`src/hdl/host_port_pkg.sv`:
```
// Constants shared by the host port data and status channel
`default_nettype none
package host_port_pkg;
  localparam int unsigned DATA_WIDTH   = 8;
  // Slave-side register select values
  localparam logic        SLAVE_DATA   = 1'b0;
  localparam logic        SLAVE_STATUS = 1'b1;
  // Status field positions
  localparam int unsigned USER_HI_MSB  = 7;
  localparam int unsigned USER_HI_LSB  = 4;
  localparam int unsigned CMD_BIT      = 3;
  localparam int unsigned USER_LO_BIT  = 2;
  localparam int unsigned IBF_BIT      = 1;
  localparam int unsigned OBF_BIT      = 0;
  // Reset values
  localparam logic [3:0]  USER_HI_RESET = 4'h0;
  localparam logic        FLAG_RESET    = 1'b0;
endpackage
`default_nettype wire

```
`src/hdl/host_port_channel.sv`:
```
// One host port channel: outbound byte, inbound byte and status flags
`default_nettype none
// Contract
// Drive outbound byte only with select, address and read strobe all low.
// Outbound byte is 8 bits, slave read/write, host read-only, no reset; here the slave can only write it, not read it back.
// Status bits 7..4 and 2 are user bits, slave writable, reset zero.
// Status bit 3 holds address line level of last host inbound write.
// Command flag follows address line on host write strobe rising edge.
// Input-full set by host write rising edge, cleared by slave read fall.
// Input-full is an interrupt source to the slave, read-only everywhere.
// Output-full set on slave write fall, cleared on host read rising edge.
// Slave clears output-full by writing zero; writing one does nothing.
// Fast gate mode uses different input-full set and clear conditions; here only the set condition changes, and the clear stays the slave read fall.
// Host write rising edge with select low captures data and address line.
// Input-full interrupt request is gated by a per-channel enable bit.
// Host read with address line high returns the status register.
module host_port_channel
  import host_port_pkg::*;
(
  // Clock and reset
  input  wire logic                  clock_i,
  input  wire logic                  resetn_i,
  // Host parallel bus
  input  wire logic                  channel_select_n_i,
  input  wire logic                  host_address_line_i,
  input  wire logic                  host_read_strobe_n_i,
  input  wire logic                  host_write_strobe_n_i,
  input  wire logic [DATA_WIDTH-1:0] host_data_i,
  output logic      [DATA_WIDTH-1:0] host_data_o,
  output logic                       host_data_oe_o,
  // Slave CPU register port
  input  wire logic                  slave_select_i,
  input  wire logic                  slave_read_i,
  input  wire logic                  slave_write_i,
  input  wire logic [DATA_WIDTH-1:0] slave_wdata_i,
  output logic      [DATA_WIDTH-1:0] slave_rdata_o,
  // Mode and interrupt
  input  wire logic                  fast_a20_enable_i,
  input  wire logic                  input_full_irq_enable_i,
  output logic                       input_full_irq_o
);

  function automatic logic rise(input logic prev, input logic cur);
    return ~prev & cur;
  endfunction

  function automatic logic fall(input logic prev, input logic cur);
    return prev & ~cur;
  endfunction

  // Previous-cycle samples; strobe edges are seen at the first clock after the pin changes
  logic                  cs_n_q;
  logic                  addr_q;
  logic                  rd_n_q;
  logic                  wr_n_q;
  logic [DATA_WIDTH-1:0] hdata_q;
  logic                  ssel_q;
  logic                  srd_q;
  logic                  swr_q;
  logic [DATA_WIDTH-1:0] swdata_q;

  // Register state
  logic [DATA_WIDTH-1:0] outbound_byte;
  logic [DATA_WIDTH-1:0] inbound_byte;
  logic [3:0]            user_hi;
  logic                  user_lo;
  logic                  cmd_flag;
  logic                  input_full_flag;
  logic                  output_full_flag;

  wire logic [DATA_WIDTH-1:0] channel_status =
    {user_hi, cmd_flag, user_lo, input_full_flag, output_full_flag};

  // Host edges, qualified by the select held up to the edge
  wire logic host_wr_rise = rise(wr_n_q, host_write_strobe_n_i) & ~cs_n_q;
  wire logic host_rd_rise = rise(rd_n_q, host_read_strobe_n_i) & ~cs_n_q
                            & ~addr_q;
  // Slave edges; the select is sampled with the strobe
  wire logic slave_rd_fall  = fall(srd_q, slave_read_i)
                              & (ssel_q == SLAVE_DATA);
  wire logic slave_wr_fall  = fall(swr_q, slave_write_i)
                              & (ssel_q == SLAVE_DATA);
  wire logic status_wr_fall = fall(swr_q, slave_write_i)
                              & (ssel_q == SLAVE_STATUS);

  // Fast gate mode: command writes are kept from raising input-full
  wire logic ibf_set   = host_wr_rise
                       & ~(fast_a20_enable_i & addr_q);
  wire logic ibf_clear = slave_rd_fall;
  wire logic obf_set   = slave_wr_fall;
  wire logic obf_clear = host_rd_rise
                       | (status_wr_fall & ~swdata_q[OBF_BIT]);

  // Set wins over clear so a same-cycle event is never lost
  wire logic next_input_full  = ibf_set | (input_full_flag & ~ibf_clear);
  wire logic next_output_full = obf_set | (output_full_flag & ~obf_clear);
  wire logic next_cmd_flag    =
    host_wr_rise ? addr_q : cmd_flag;
  wire logic [3:0] next_user_hi =
    status_wr_fall ? swdata_q[USER_HI_MSB:USER_HI_LSB] : user_hi;
  wire logic next_user_lo =
    status_wr_fall ? swdata_q[USER_LO_BIT] : user_lo;

  // Host read path; registered, so the bus follows the pins by one cycle
  wire logic next_host_oe =
    ~channel_select_n_i & ~host_read_strobe_n_i;
  wire logic [DATA_WIDTH-1:0] next_host_data =
    host_address_line_i ? channel_status : outbound_byte;
  wire logic [DATA_WIDTH-1:0] next_slave_rdata =
    (slave_select_i == SLAVE_STATUS) ? channel_status : inbound_byte;
  wire logic next_irq =
    input_full_flag & input_full_irq_enable_i;

  always_ff @(posedge clock_i)
  begin
    cs_n_q   <= channel_select_n_i;
    addr_q   <= host_address_line_i;
    rd_n_q   <= host_read_strobe_n_i;
    wr_n_q   <= host_write_strobe_n_i;
    hdata_q  <= host_data_i;
    ssel_q   <= slave_select_i;
    srd_q    <= slave_read_i;
    swr_q    <= slave_write_i;
    swdata_q <= slave_wdata_i;
    if (!resetn_i)
    begin
      cs_n_q <= 1'b1;
      rd_n_q <= 1'b1;
      wr_n_q <= 1'b1;
      srd_q  <= 1'b0;
      swr_q  <= 1'b0;
    end
  end

  // Data registers carry no reset value
  always_ff @(posedge clock_i)
  begin
    if (slave_wr_fall)
      outbound_byte <= swdata_q;
    if (host_wr_rise)
      inbound_byte <= hdata_q;
  end

  always_ff @(posedge clock_i)
  begin
    if (!resetn_i)
    begin
      user_hi          <= USER_HI_RESET;
      user_lo          <= FLAG_RESET;
      cmd_flag         <= FLAG_RESET;
      input_full_flag  <= FLAG_RESET;
      output_full_flag <= FLAG_RESET;
    end
    else
    begin
      user_hi          <= next_user_hi;
      user_lo          <= next_user_lo;
      cmd_flag         <= next_cmd_flag;
      input_full_flag  <= next_input_full;
      output_full_flag <= next_output_full;
    end
  end

  always_ff @(posedge clock_i)
  begin
    if (!resetn_i)
    begin
      host_data_o      <= '0;
      host_data_oe_o   <= 1'b0;
      slave_rdata_o    <= '0;
      input_full_irq_o <= 1'b0;
    end
    else
    begin
      host_data_o      <= next_host_data;
      host_data_oe_o   <= next_host_oe;
      slave_rdata_o    <= next_slave_rdata;
      input_full_irq_o <= next_irq;
    end
  end
endmodule
`default_nettype wire

```
`config.mk`:
```
export PLATFORM = sky130hd
export DESIGN_NAME = host_port_channel
export DESIGN_NICKNAME = d
export VERILOG_FILES = /design/src/hdl/host_port_pkg.sv /design/src/hdl/host_port_channel.sv
export SDC_FILE = /design/constraint.sdc
export NUM_CORES = 1
export LEC_CHECK = 0
export ABC_AREA = 1
export BUFFER_PORTS_ARGS = -buffer_cell sky130_fd_sc_hd__buf_4
export CAP_MARGIN = 25
export CELL_PAD_IN_SITES_DETAIL_PLACEMENT = 0
export CELL_PAD_IN_SITES_GLOBAL_PLACEMENT = 1
export CORE_ASPECT_RATIO = 2
export CORE_UTILIZATION = 37
export DETAILED_ROUTE_END_ITERATION = 12
export GPL_TIMING_DRIVEN = 0
export PLACE_DENSITY_LB_ADDON = 0.1
export RECOVER_POWER = 50
export REMOVE_ABC_BUFFERS = 1
export SETUP_SLACK_MARGIN = 0.15
export SLEW_MARGIN = 20
export SYNTH_ARGS = -nofsm -noshare
export SYNTH_HDL_FRONTEND = slang
export SYNTH_SLANG_ARGS = --single-unit
```
`constraint.sdc`:
```
create_clock -name clock_i -period 1.2 [get_ports clock_i]
set_clock_uncertainty 0.05 [all_clocks]
set_input_delay 0.06 -clock clock_i [delete_from_list [all_inputs] [get_ports clock_i]]
set_output_delay 0.06 -clock clock_i [all_outputs]
set_load 0.01 [all_outputs]
```
[Word-level counts from Yosys, hierarchy flattened]
Cells that the tools add are included.
Storage, ports and cells
  register bits after elaboration: 65
  bits of input ports: 27
  output and inout port bits: 18
  logic and storage cells: 55
Operators by class
  muxes and demuxes: 2
  bitwise gates (word level): 33
Operators with widths (number)
  $and A1 B1 Y1: 17
  $mux W8: 2
  $not A1 Y1: 13
  $or A1 B1 Y1: 3

[Logic depth before layout (Yosys ltp)]
Gate-level depths: netlist (run 1).
  word-level depth: 8
  depth in mapped cells: 6
  gate-level depth less buffers: 6

[Least setup slack after synthesis (run 1)]
Ideal clock, no wire load.
  path kind: reg2reg
  start: register ssel_q
  end: register outbound_byte[0], enable pin
  setup time: 324 ps
  data arrival time: 658 ps
  required time: 826 ps
  setup slack: 168 ps
  stages on the path, launching flop included: 3
  path buffers: 0
  clock period less this slack: 1032 ps
  path through: dfxtp_1 -> nand3b_1 -> inv_1
On the way
  longest elaborated chain between the ends: 2
RTL lines
  from (decl): line host_port_channel.sv:57  | logic ssel_q;
  from (signal assigned): line host_port_channel.sv:121  | ssel_q <= slave_select_i;
  $not A1 Y1: line host_port_channel.sv:82  | & (ssel_q == SLAVE_DATA);
  $and A1 B1 Y1: line host_port_channel.sv:82
  net obf_set: line host_port_channel.sv:90  | wire logic obf_set = slave_wr_fall;
  to (signal assigned): line host_port_channel.sv:139  | outbound_byte <= swdata_q;
  to (decl): line host_port_channel.sv:63  | logic [DATA_WIDTH-1:0] outbound_byte;
The timed path passes the listed nets, and every way through them passes these cells.
A chain may end at the register's enable or synchronous reset.

[Final worst setup path (run 1)]
  start: register ssel_q
  end: register outbound_byte[2], enable pin
The elaborated chain is that of the path after synthesis.

==> results.txt, run 1 <==
Site row count = 36
Pre-Repair DR Iteration Count = 4
DRC Markers = 0
Clock sink count = 65
Avg Cell Area, Syn = 12.2 um2
Seq/Total Area, Yosys = 0.770
Worst hold path class = input port to flip-flop
Final Setup Violations = 0
Post-route ant nets = 0
Worst Setup End Kind = flip-flop
Hold Crit Depth = 5
Final Hold Fails = 0
Pwr dens = 1590 nW/um2
Core Footprint = 4910 um2
Met1 Use GR = 0.153
Post-synth design cell area = 1900 um2
Post-Layout Cell Count = 300
First-pass GRT wire length = 5760 um
Worst EP required = 1.18 ns
Synth cell types = 17
Setup TNS = 0 ns
Critical path peak fanout = 8
Status = complete, no violations
RR Endpoint = outbound_byte[2]
Cell Area, Placed = 2270 um2
TritonCTS clock tree = built
Slew margin rel. = 0.678
WL/cell = 12.2 um
Pin slew with the least headroom to its limit = 0.482 ns
Final GP Congestion = 0.679
Initial Util = 0.387
Clk_lat worst skew = 0.33 ns
CTS Root Cell = clkbuf_8
Crit path kind = flip-flop to flip-flop
DIE WIDTH = 52.6 um
Max VDD drop = 0.913 mV
Layout Nets = 266
Placed Cells = 252
Leak Pwr = 0.00115 uW
R2R depth = 2
Max-cap check violation count = 0
FF-to-FF setup slack = 0.09 ns
Final period utilization = 0.921
Vias in the first global route = 1326
Area grow syn2layout = 47.1%
Initial antenna violation count = 0
Worst Min Path Start = slave_write_i
Total gr overflow = 0
Slew Viols, Final = 0
Via Count = 1332
Largest net degree at the start of global routing = 27
R2r startpoint = ssel_q
Vias per inst = 4.44
Clock buffer depth = 2
Buffers on Ports = 44
Met2 Use GR = 0.269
RSZ-0062 raised after global routing = true
H-tree depth = 3
Worst-path clk slew = 0.07 ns
Final min period = 1.11 ns
Max Fclk = 0.905 GHz
Dpl hpwl = 2280 um
Total power = 4450 uW
Met3 Use GR = 0.0439
Num CTS Buffers = 9
GRT Resource Usage Total = 0.156
Share of post-route cells with drive strength above 1 = 0.305
Crit path arrival time = 1.08 ns
Design Area, Final = 2790 um2
Yosys reg bits = 65
CP Launch Type = flip-flop
Hold Slack = 0.150 ns
Initial DRC count = 34
I/O pins = 45
Hold Path End = output_full_flag
Syn Inst Count = 155
Die area = 5440 um2
# diodes = 0
Die height = 103 um
WL final = 3660 um
Most used routing layer = met2
Yosys Warn Count = 0
==> critical path, stage by stage, from the launching register on <==
cell	delay [ns]
dfxtp_2	0.32
nand3b_1	0.21
clkinvlp_4	0.22
==> report_power, final <==
group | internal [uW] | switching, uW | total [uW]
Sequential | 2330 | 27.0 | 2350
Combinational | 172 | 123 | 295
Clock | 1050 | 746 | 1800
Total | 3550 | 896 | 4450
==> cell usage in the layout (no fill, tap or decap), drive strengths merged, types with 3 or more instances in the layout <==
| cell | count |
|---|---|
| nand2 | 10 |
| buf | 28 |
| edfxtp | 16 |
| nand3 | 3 |
| a21oi | 24 |
| o21ai | 22 |
| dfxtp | 49 |
| dlygate4sd3 | 26 |
| clkbuf | 35 |
| inv | 17 |
| nor2 | 5 |
==> area by class of cell <==
class / instances / area [um2]
sequential: 65 / 1470
clock buffer: 12 / 155
clock inverter: 3 / 40.0
multi-input combinational: 67 / 339
timing repair buffer: 77 / 642
fill: 423 / 2120
tap: 57 / 71.3
inverter: 19 / 78.8
==> layer usage <==
layer	up-vias	wire length [um]
li1	680	-
met1	603	1370
met2	41	2050
met3	8	144
met4	0	87
met5	-	0
==> timing repair <==
item | in CTS | in global routing
pin swaps | 2 | 0
buffers inserted | 6 | 1
endpoints found under the setup margin | 19 | 22
hold endpoints to repair | 40 | 0
gates resized for setup | 5 | 7
hold buffers | 26 | 0
==> through the flow <==
step / utilization / worst slack, ns
3_5_place_dp: 0.462 / -0.0422
5_1_grt: 0.569 / 0.0299
6_report: 0.569 / 0.0946
4_1_cts: 0.567 / 0.0750
2_1_floorplan: - / 0.168
3_3_place_gp: 0.462 / -0.0600
==> how the worst max path moves through the flow <==
stage | end | start | slack (ns)
final | outbound_byte[2] | ssel_q | 0.09
after global routing | outbound_byte[0] | ssel_q | 0.03
after CTS | outbound_byte[4] | ssel_q | 0.08
after detailed placement | outbound_byte[7] | ssel_q | -0.04
after global placement | outbound_byte[5] | ssel_q | -0.06
after floorplan | outbound_byte[0] | ssel_q | 0.17
==> kinds of logic after synthesis <==
logic type	count (synthesis)	share of synthesized area
simple gates	21	0.0541
flops	65	0.770
compound gates	46	0.121
buf+inv	23	0.0547
==> flip-flops by register name, indices dropped and copies added (netlist names), 4 cells and up <==
register,count
host_data_o,8
inbound_byte,8
hdata_q,8
slave_rdata_o,8
swdata_q,8
outbound_byte,8
user_hi,4
==> cells in the mapped netlist <==
master | instances | area share
nor3b_1 | 1 | 0.0040
nor2_2 | 1 | 0.0033
o21ai_1 | 4 | 0.011
dfxtp_1 | 49 | 0.52
or2_4 | 1 | 0.0046
buf_6 | 2 | 0.012
nand3_2 | 1 | 0.0053
edfxtp_1 | 16 | 0.25
inv_2 | 1 | 0.0020
o21ai_0 | 18 | 0.047
inv_1 | 18 | 0.036
nand3b_1 | 1 | 0.0040
nand3_1 | 2 | 0.0053
nor2_1 | 4 | 0.0079
a21oi_1 | 24 | 0.063
buf_2 | 2 | 0.0053
nand2_1 | 10 | 0.020
Note: power is estimated with default switching activity, not from simulation.
==> run 2: changes to the inputs <==
--- a/config.mk
+++ b/config.mk
@@ -13,7 +13,6 @@
 export CORE_ASPECT_RATIO = 2
 export CORE_UTILIZATION = 37
 export DETAILED_ROUTE_END_ITERATION = 12
-export GPL_TIMING_DRIVEN = 0
 export PLACE_DENSITY_LB_ADDON = 0.1
 export RECOVER_POWER = 50
 export REMOVE_ABC_BUFFERS = 1
==> run 2 against run 1 <==
Net effect: utilization decreased by 0.43 points; power grew 0.94%; via count is 1.1% lower; register-to-register slack gained 0.04 ns; clock power is 2% higher; sequential power is essentially flat; worst hold slack worse by 0.030 ns; global-route usage is 0.77 points higher; sequential share of layout area up 0.40 points; count of clock-buffer cells in the layout increased by 1; critical path type unchanged.
==> results.txt, run 2 (synthesis gave the netlist of run 1 again) <==
Status = complete, no violations
Highest metal used = met4
Max VDD drop = 1.30 mV
Worst hold path class = input port to flip-flop
Max-cap check violation count = 0
Site row count = 36
Post-route ant nets = 0
Final period utilization = 0.887
Vias per inst = 4.45
Post-Route M1 WL = 1510 um
Max Fclk = 0.939 GHz
Switching power = 954 uW
# diodes = 0
Switching Share = 0.212
Multi-input gate area = 352 um2
Placed Cells = 252
Post-Layout Cell Count = 296
Initial Util = 0.387
Total gr overflow = 0
I/O pins = 45
Die height = 103 um
Final Setup Violations = 0
Initial DRC count = 21
Slew Viols, Final = 0
Slew margin rel. = 0.672
Final GP Congestion = 0.699
Buffers on Ports = 44
Clock sink count = 65
CTS Root Cell = clkbuf_8
Clk_lat worst skew = 0.33 ns
Final min period = 1.06 ns
Clock buffer depth = 2
Crit path arrival time = 1.05 ns
Internal power = 3540 uW
Pwr dens = 1620 nW/um2
GRT Resource Usage Total = 0.164
Crit path kind = flip-flop to flip-flop
Comb pwr share = 0.065
Register area = 1470 um2
Area grow syn2layout = 45.9%
Routed wl met2 = 2170 um
Core Footprint = 4910 um2
DIE WIDTH = 52.6 um
Worst path max stage delay = 0.34 ns
Sequential Power Share = 0.525
Layout Nets = 261
Util after Layout = 0.564
Via Count = 1317
Dpl hpwl = 2400 um
Filler Cell Count = 432
Worst-path clk slew = 0.07 ns
Clock share of power = 0.410
Initial antenna violation count = 0
Vias in the first global route = 1312
Worst path slowest cell = dfxtp_2
WL final = 3880 um
Pre-Repair DR Iteration Count = 4
Most common cell after layout, fill and taps aside = dfxtp_1
First-pass GRT wire length = 6060 um
Critical path, cell by cell = nand3b_1, inv_4
Setup TNS = 0 ns
Commonest cells after routing, fill and taps aside = dfxtp_1, dlygate4sd3_1, a21oi_1, buf_4, clkbuf_4
CP Launch Type = flip-flop
TritonCTS clock tree = built
Largest net degree at the start of global routing = 28
Worst Setup End Kind = flip-flop
DRC Markers = 0
Share of post-route cells with drive strength above 1 = 0.297
Total power = 4490 uW
Worst EP required = 1.19 ns
Critical path peak fanout = 8
Num CTS Buffers = 9
Leak Pwr = 0.00115 uW
WL met3 = 130 um
Die area = 5440 um2
H-tree depth = 3
RSZ-0062 raised after global routing = true
Final Hold Fails = 0
WL/cell = 13.1 um
Pin slew with the least headroom to its limit = 0.492 ns
run 2: repair_timing:
action / in CTS / in global routing
buffers inserted: 1 / 0
hold buffers: 26 / 0
endpoints found under the setup margin: 18 / 21
gates cloned: 1 / 0
hold endpoints to repair: 41 / 0
resized for setup: 5 / 8
pin swaps: 0 / 2
run 2: path summary, 6_finish.rpt:
check           startpoint                to  slack [ns]  depth (start not counted)
max                 ssel_q  outbound_byte[3]        0.14                          2
min          slave_write_i           user_lo        0.12                          4
max reg2reg         ssel_q  outbound_byte[3]        0.14                          2
min reg2reg     hdata_q[5]   inbound_byte[5]        0.36                          0
run 2: power groups by stage:
stage | Combinational [uW] | Clock, uW | Sequential [uW]
final | 293 | 1840 | 2360
after global routing | 325 | 1980 | 2360
after CTS | 301 | 1890 | 2360
after detailed placement | 229 | 0 | 2400
after global placement | 227 | 0 | 2400
after floorplan | 62.8 | 0 | 2410
run 2: per-stage QoR:
stage / setup slack [ns] / hold slack (ns) / area [um2]
floorplan: 0.168 / 0.0377 / 1870
global placement: 0.0840 / 0.115 / 2270
detailed placement: 0.0407 / 0.116 / 2270
CTS: 0.145 / 0.00403 / 2760
global route: 0.123 / 0.113 / 2770
finish: 0.135 / 0.120 / 2770
run 2: final cells by class:
class                           instances  share of cell area
Clock inverter                          3             0.00678
Timing Repair Buffer                   71               0.212
Sequential cell                        65               0.529
Tap cell                               57              0.0257
Inverter                               19              0.0280
Clock buffer                           13              0.0687
Multi-Input combinational cell         67               0.127
Timing Repair inverter                  1             0.00271
run 2: routing by layer:
layer  track usage  up-vias
met5             0        -
met1         0.165      605
met3        0.0482        5
met2         0.288       34
met4        0.0972        0
li1              -      673
run 2: worst max-delay path: cells and delay by family (launching register included):
family	cells	cell delay [ns]
buffers and inverters	1	0.15
AND/OR/NAND/NOR	1	0.22
flip-flops	1	0.34
==> run 3: changes to the inputs <==
--- a/config.mk
+++ b/config.mk
@@ -8,16 +8,13 @@
 export ABC_AREA = 1
 export BUFFER_PORTS_ARGS = -buffer_cell sky130_fd_sc_hd__buf_4
 export CAP_MARGIN = 25
-export CELL_PAD_IN_SITES_DETAIL_PLACEMENT = 0
-export CELL_PAD_IN_SITES_GLOBAL_PLACEMENT = 1
 export CORE_ASPECT_RATIO = 2
 export CORE_UTILIZATION = 37
 export DETAILED_ROUTE_END_ITERATION = 12
-export PLACE_DENSITY_LB_ADDON = 0.1
 export RECOVER_POWER = 50
 export REMOVE_ABC_BUFFERS = 1
 export SETUP_SLACK_MARGIN = 0.15
-export SLEW_MARGIN = 20
+export SLEW_MARGIN = 0
 export SYNTH_ARGS = -nofsm -noshare
 export SYNTH_HDL_FRONTEND = slang
 export SYNTH_SLANG_ARGS = --single-unit
==> run 3 against run 2 <==
Net effect: sequential power hardly changed; register-to-register slack better by 0.04 ns; critical endpoint is now outbound_byte[7]; count of clock-buffer cells in the layout decreased by 3; combinational power down 1%; first-iteration DRC count increased by 19%; cell count fell by 0.34%; worst setup slack improved by 0.037 ns; final area hardly changed; critical path depth stayed put; routed wire length decreased by 9.5%.
==> results.txt, run 3 (synthesis gave the netlist of run 1 again) <==
Worst EP required = 1.18 ns
Pin slew with the least headroom to its limit = 0.207 ns
Worst path max stage delay = 0.34 ns
Clock share of power = 0.436
Final min period = 1.03 ns
Slew Viols, Final = 0
Placed Cells = 252
Clock sink count = 65
Die height = 103 um
Max VDD drop = 1.58 mV
Slew margin rel. = 0.862
Die area = 5440 um2
Crit path arrival time = 1.01 ns
Status = complete, no violations
Clk_lat worst skew = 0.33 ns
Critical path, cell by cell = nand3b_1, inv_2
Commonest cells after routing, fill and taps aside = dfxtp_1, dlygate4sd3_1, a21oi_1, buf_4, o21ai_0
DIE WIDTH = 52.6 um
Switching power = 965 uW
Crit path kind = flip-flop to flip-flop
FF-to-FF setup slack = 0.17 ns
Initial DRC count = 25
Worst path slowest cell = dfxtp_2
Comb pwr share = 0.062
Site row count = 36
CP Launch Type = flip-flop
Leak Pwr = 0.00114 uW
Setup TNS = 0 ns
Max-cap check violation count = 0
First-pass GRT wire length = 5640 um
Post-Layout Cell Count = 295
Num CTS Buffers = 9
Worst-path clk slew = 0.07 ns
Post-route ant nets = 0
Internal power = 3720 uW
Critical path peak fanout = 8
Worst hold path class = input port to flip-flop
Largest net degree at the start of global routing = 28
CTS Root Cell = clkbuf_8
Core Footprint = 4910 um2
Layout Nets = 260
Clock buffer depth = 2
WL final = 3510 um
Final Hold Fails = 0
RSZ-0062 raised after global routing = true
# diodes = 0
Pre-Repair DR Iteration Count = 4
WL/cell = 11.9 um
Total gr overflow = 0
Vias per inst = 4.48
GRT Resource Usage Total = 0.154
Util after Layout = 0.565
Area grow syn2layout = 46.1%
Dpl hpwl = 2290 um
Sequential Power Share = 0.502
Total power = 4680 uW
Final GP Congestion = 0.742
Share of post-route cells with drive strength above 1 = 0.286
Worst Setup End Kind = flip-flop
Hold Slack = 0.0193 ns
DRC Markers = 0
I/O pins = 45
Via Count = 1321
H-tree depth = 3
Initial antenna violation count = 0
Initial Util = 0.387
Max Fclk = 0.974 GHz
Final period utilization = 0.856
Most common cell after layout, fill and taps aside = dfxtp_1
Buffers on Ports = 44
TritonCTS clock tree = built
Final Setup Violations = 0
Pwr dens = 1690 nW/um2
Switching Share = 0.206
Vias in the first global route = 1253
run 3: changes by cell type in the layout (fill, tap and decap cells not counted), moves of 2 or more:
| cell | previous run | this run |
|---|---|---|
| clkbuf_1 | 2 | 4 |
| bufinv_16 | 0 | 2 |
| clkbuf_4 | 19 | 16 |
| clkbuf_8 | 12 | 10 |
run 3: final timing paths:
| check | startpoint | to | cells past startpoint |
|---|---|---|---|
| max | ssel_q | outbound_byte[7] | 2 |
| min | fast_a20_enable_i | input_full_flag | 4 |
| max reg2reg | ssel_q | outbound_byte[7] | 2 |
| min reg2reg | swdata_q[1] | outbound_byte[1] | 0 |
run 3: per-stage QoR:
stage,instance area [um2],setup slack [ns]
2_1_floorplan,1870,0.168
3_3_place_gp,2270,0.104
3_5_place_dp,2270,0.0693
4_1_cts,2750,0.165
5_1_grt,2770,0.134
6_report,2770,0.173
run 3: worst max-delay path, delay by kind of cell, from the launching register on:
kind | cells | cell delay [ns]
DFF | 1 | 0.34
buffers and inverters | 1 | 0.16
and+or+nand+nor | 1 | 0.18
run 3: power groups by stage:
stage / combinational, uW / sequential, uW / clock, uW
6_report: 289 / 2350 / 2040
5_1_grt: 323 / 2360 / 2190
4_1_cts: 292 / 2350 / 2090
3_5_place_dp: 228 / 2400 / 0
2_1_floorplan: 62.8 / 2410 / 0
3_3_place_gp: 226 / 2400 / 0
run 3: repair_timing:
item	CTS	global route
buffers inserted	0	1
resized for setup	2	9
hold buffers	25	0
endpoints found under the hold margin	41	0
pin swaps	0	2
endpoints found under the setup margin	18	23
gates cloned	0	1
run 3: cell type report:
cell class              count  area [um2]
fillers                   416        2140
flip-flops and latches     65        1460
repair buffers             70         577
multi-input cells          67         350
clock buffers              10         138
clock inverters             6        91.3
inverters                  19        73.8
well taps                  57        71.3
repair inverters            1        7.51
run 3: per-layer routing:
metal  vias up  routed length [um]  track usage
li1        675                   -            -
met1       596                1310        0.154
met2        41                1950        0.267
met3         9                 178       0.0541
met4         0                  70       0.0850
met5         -                   0            0
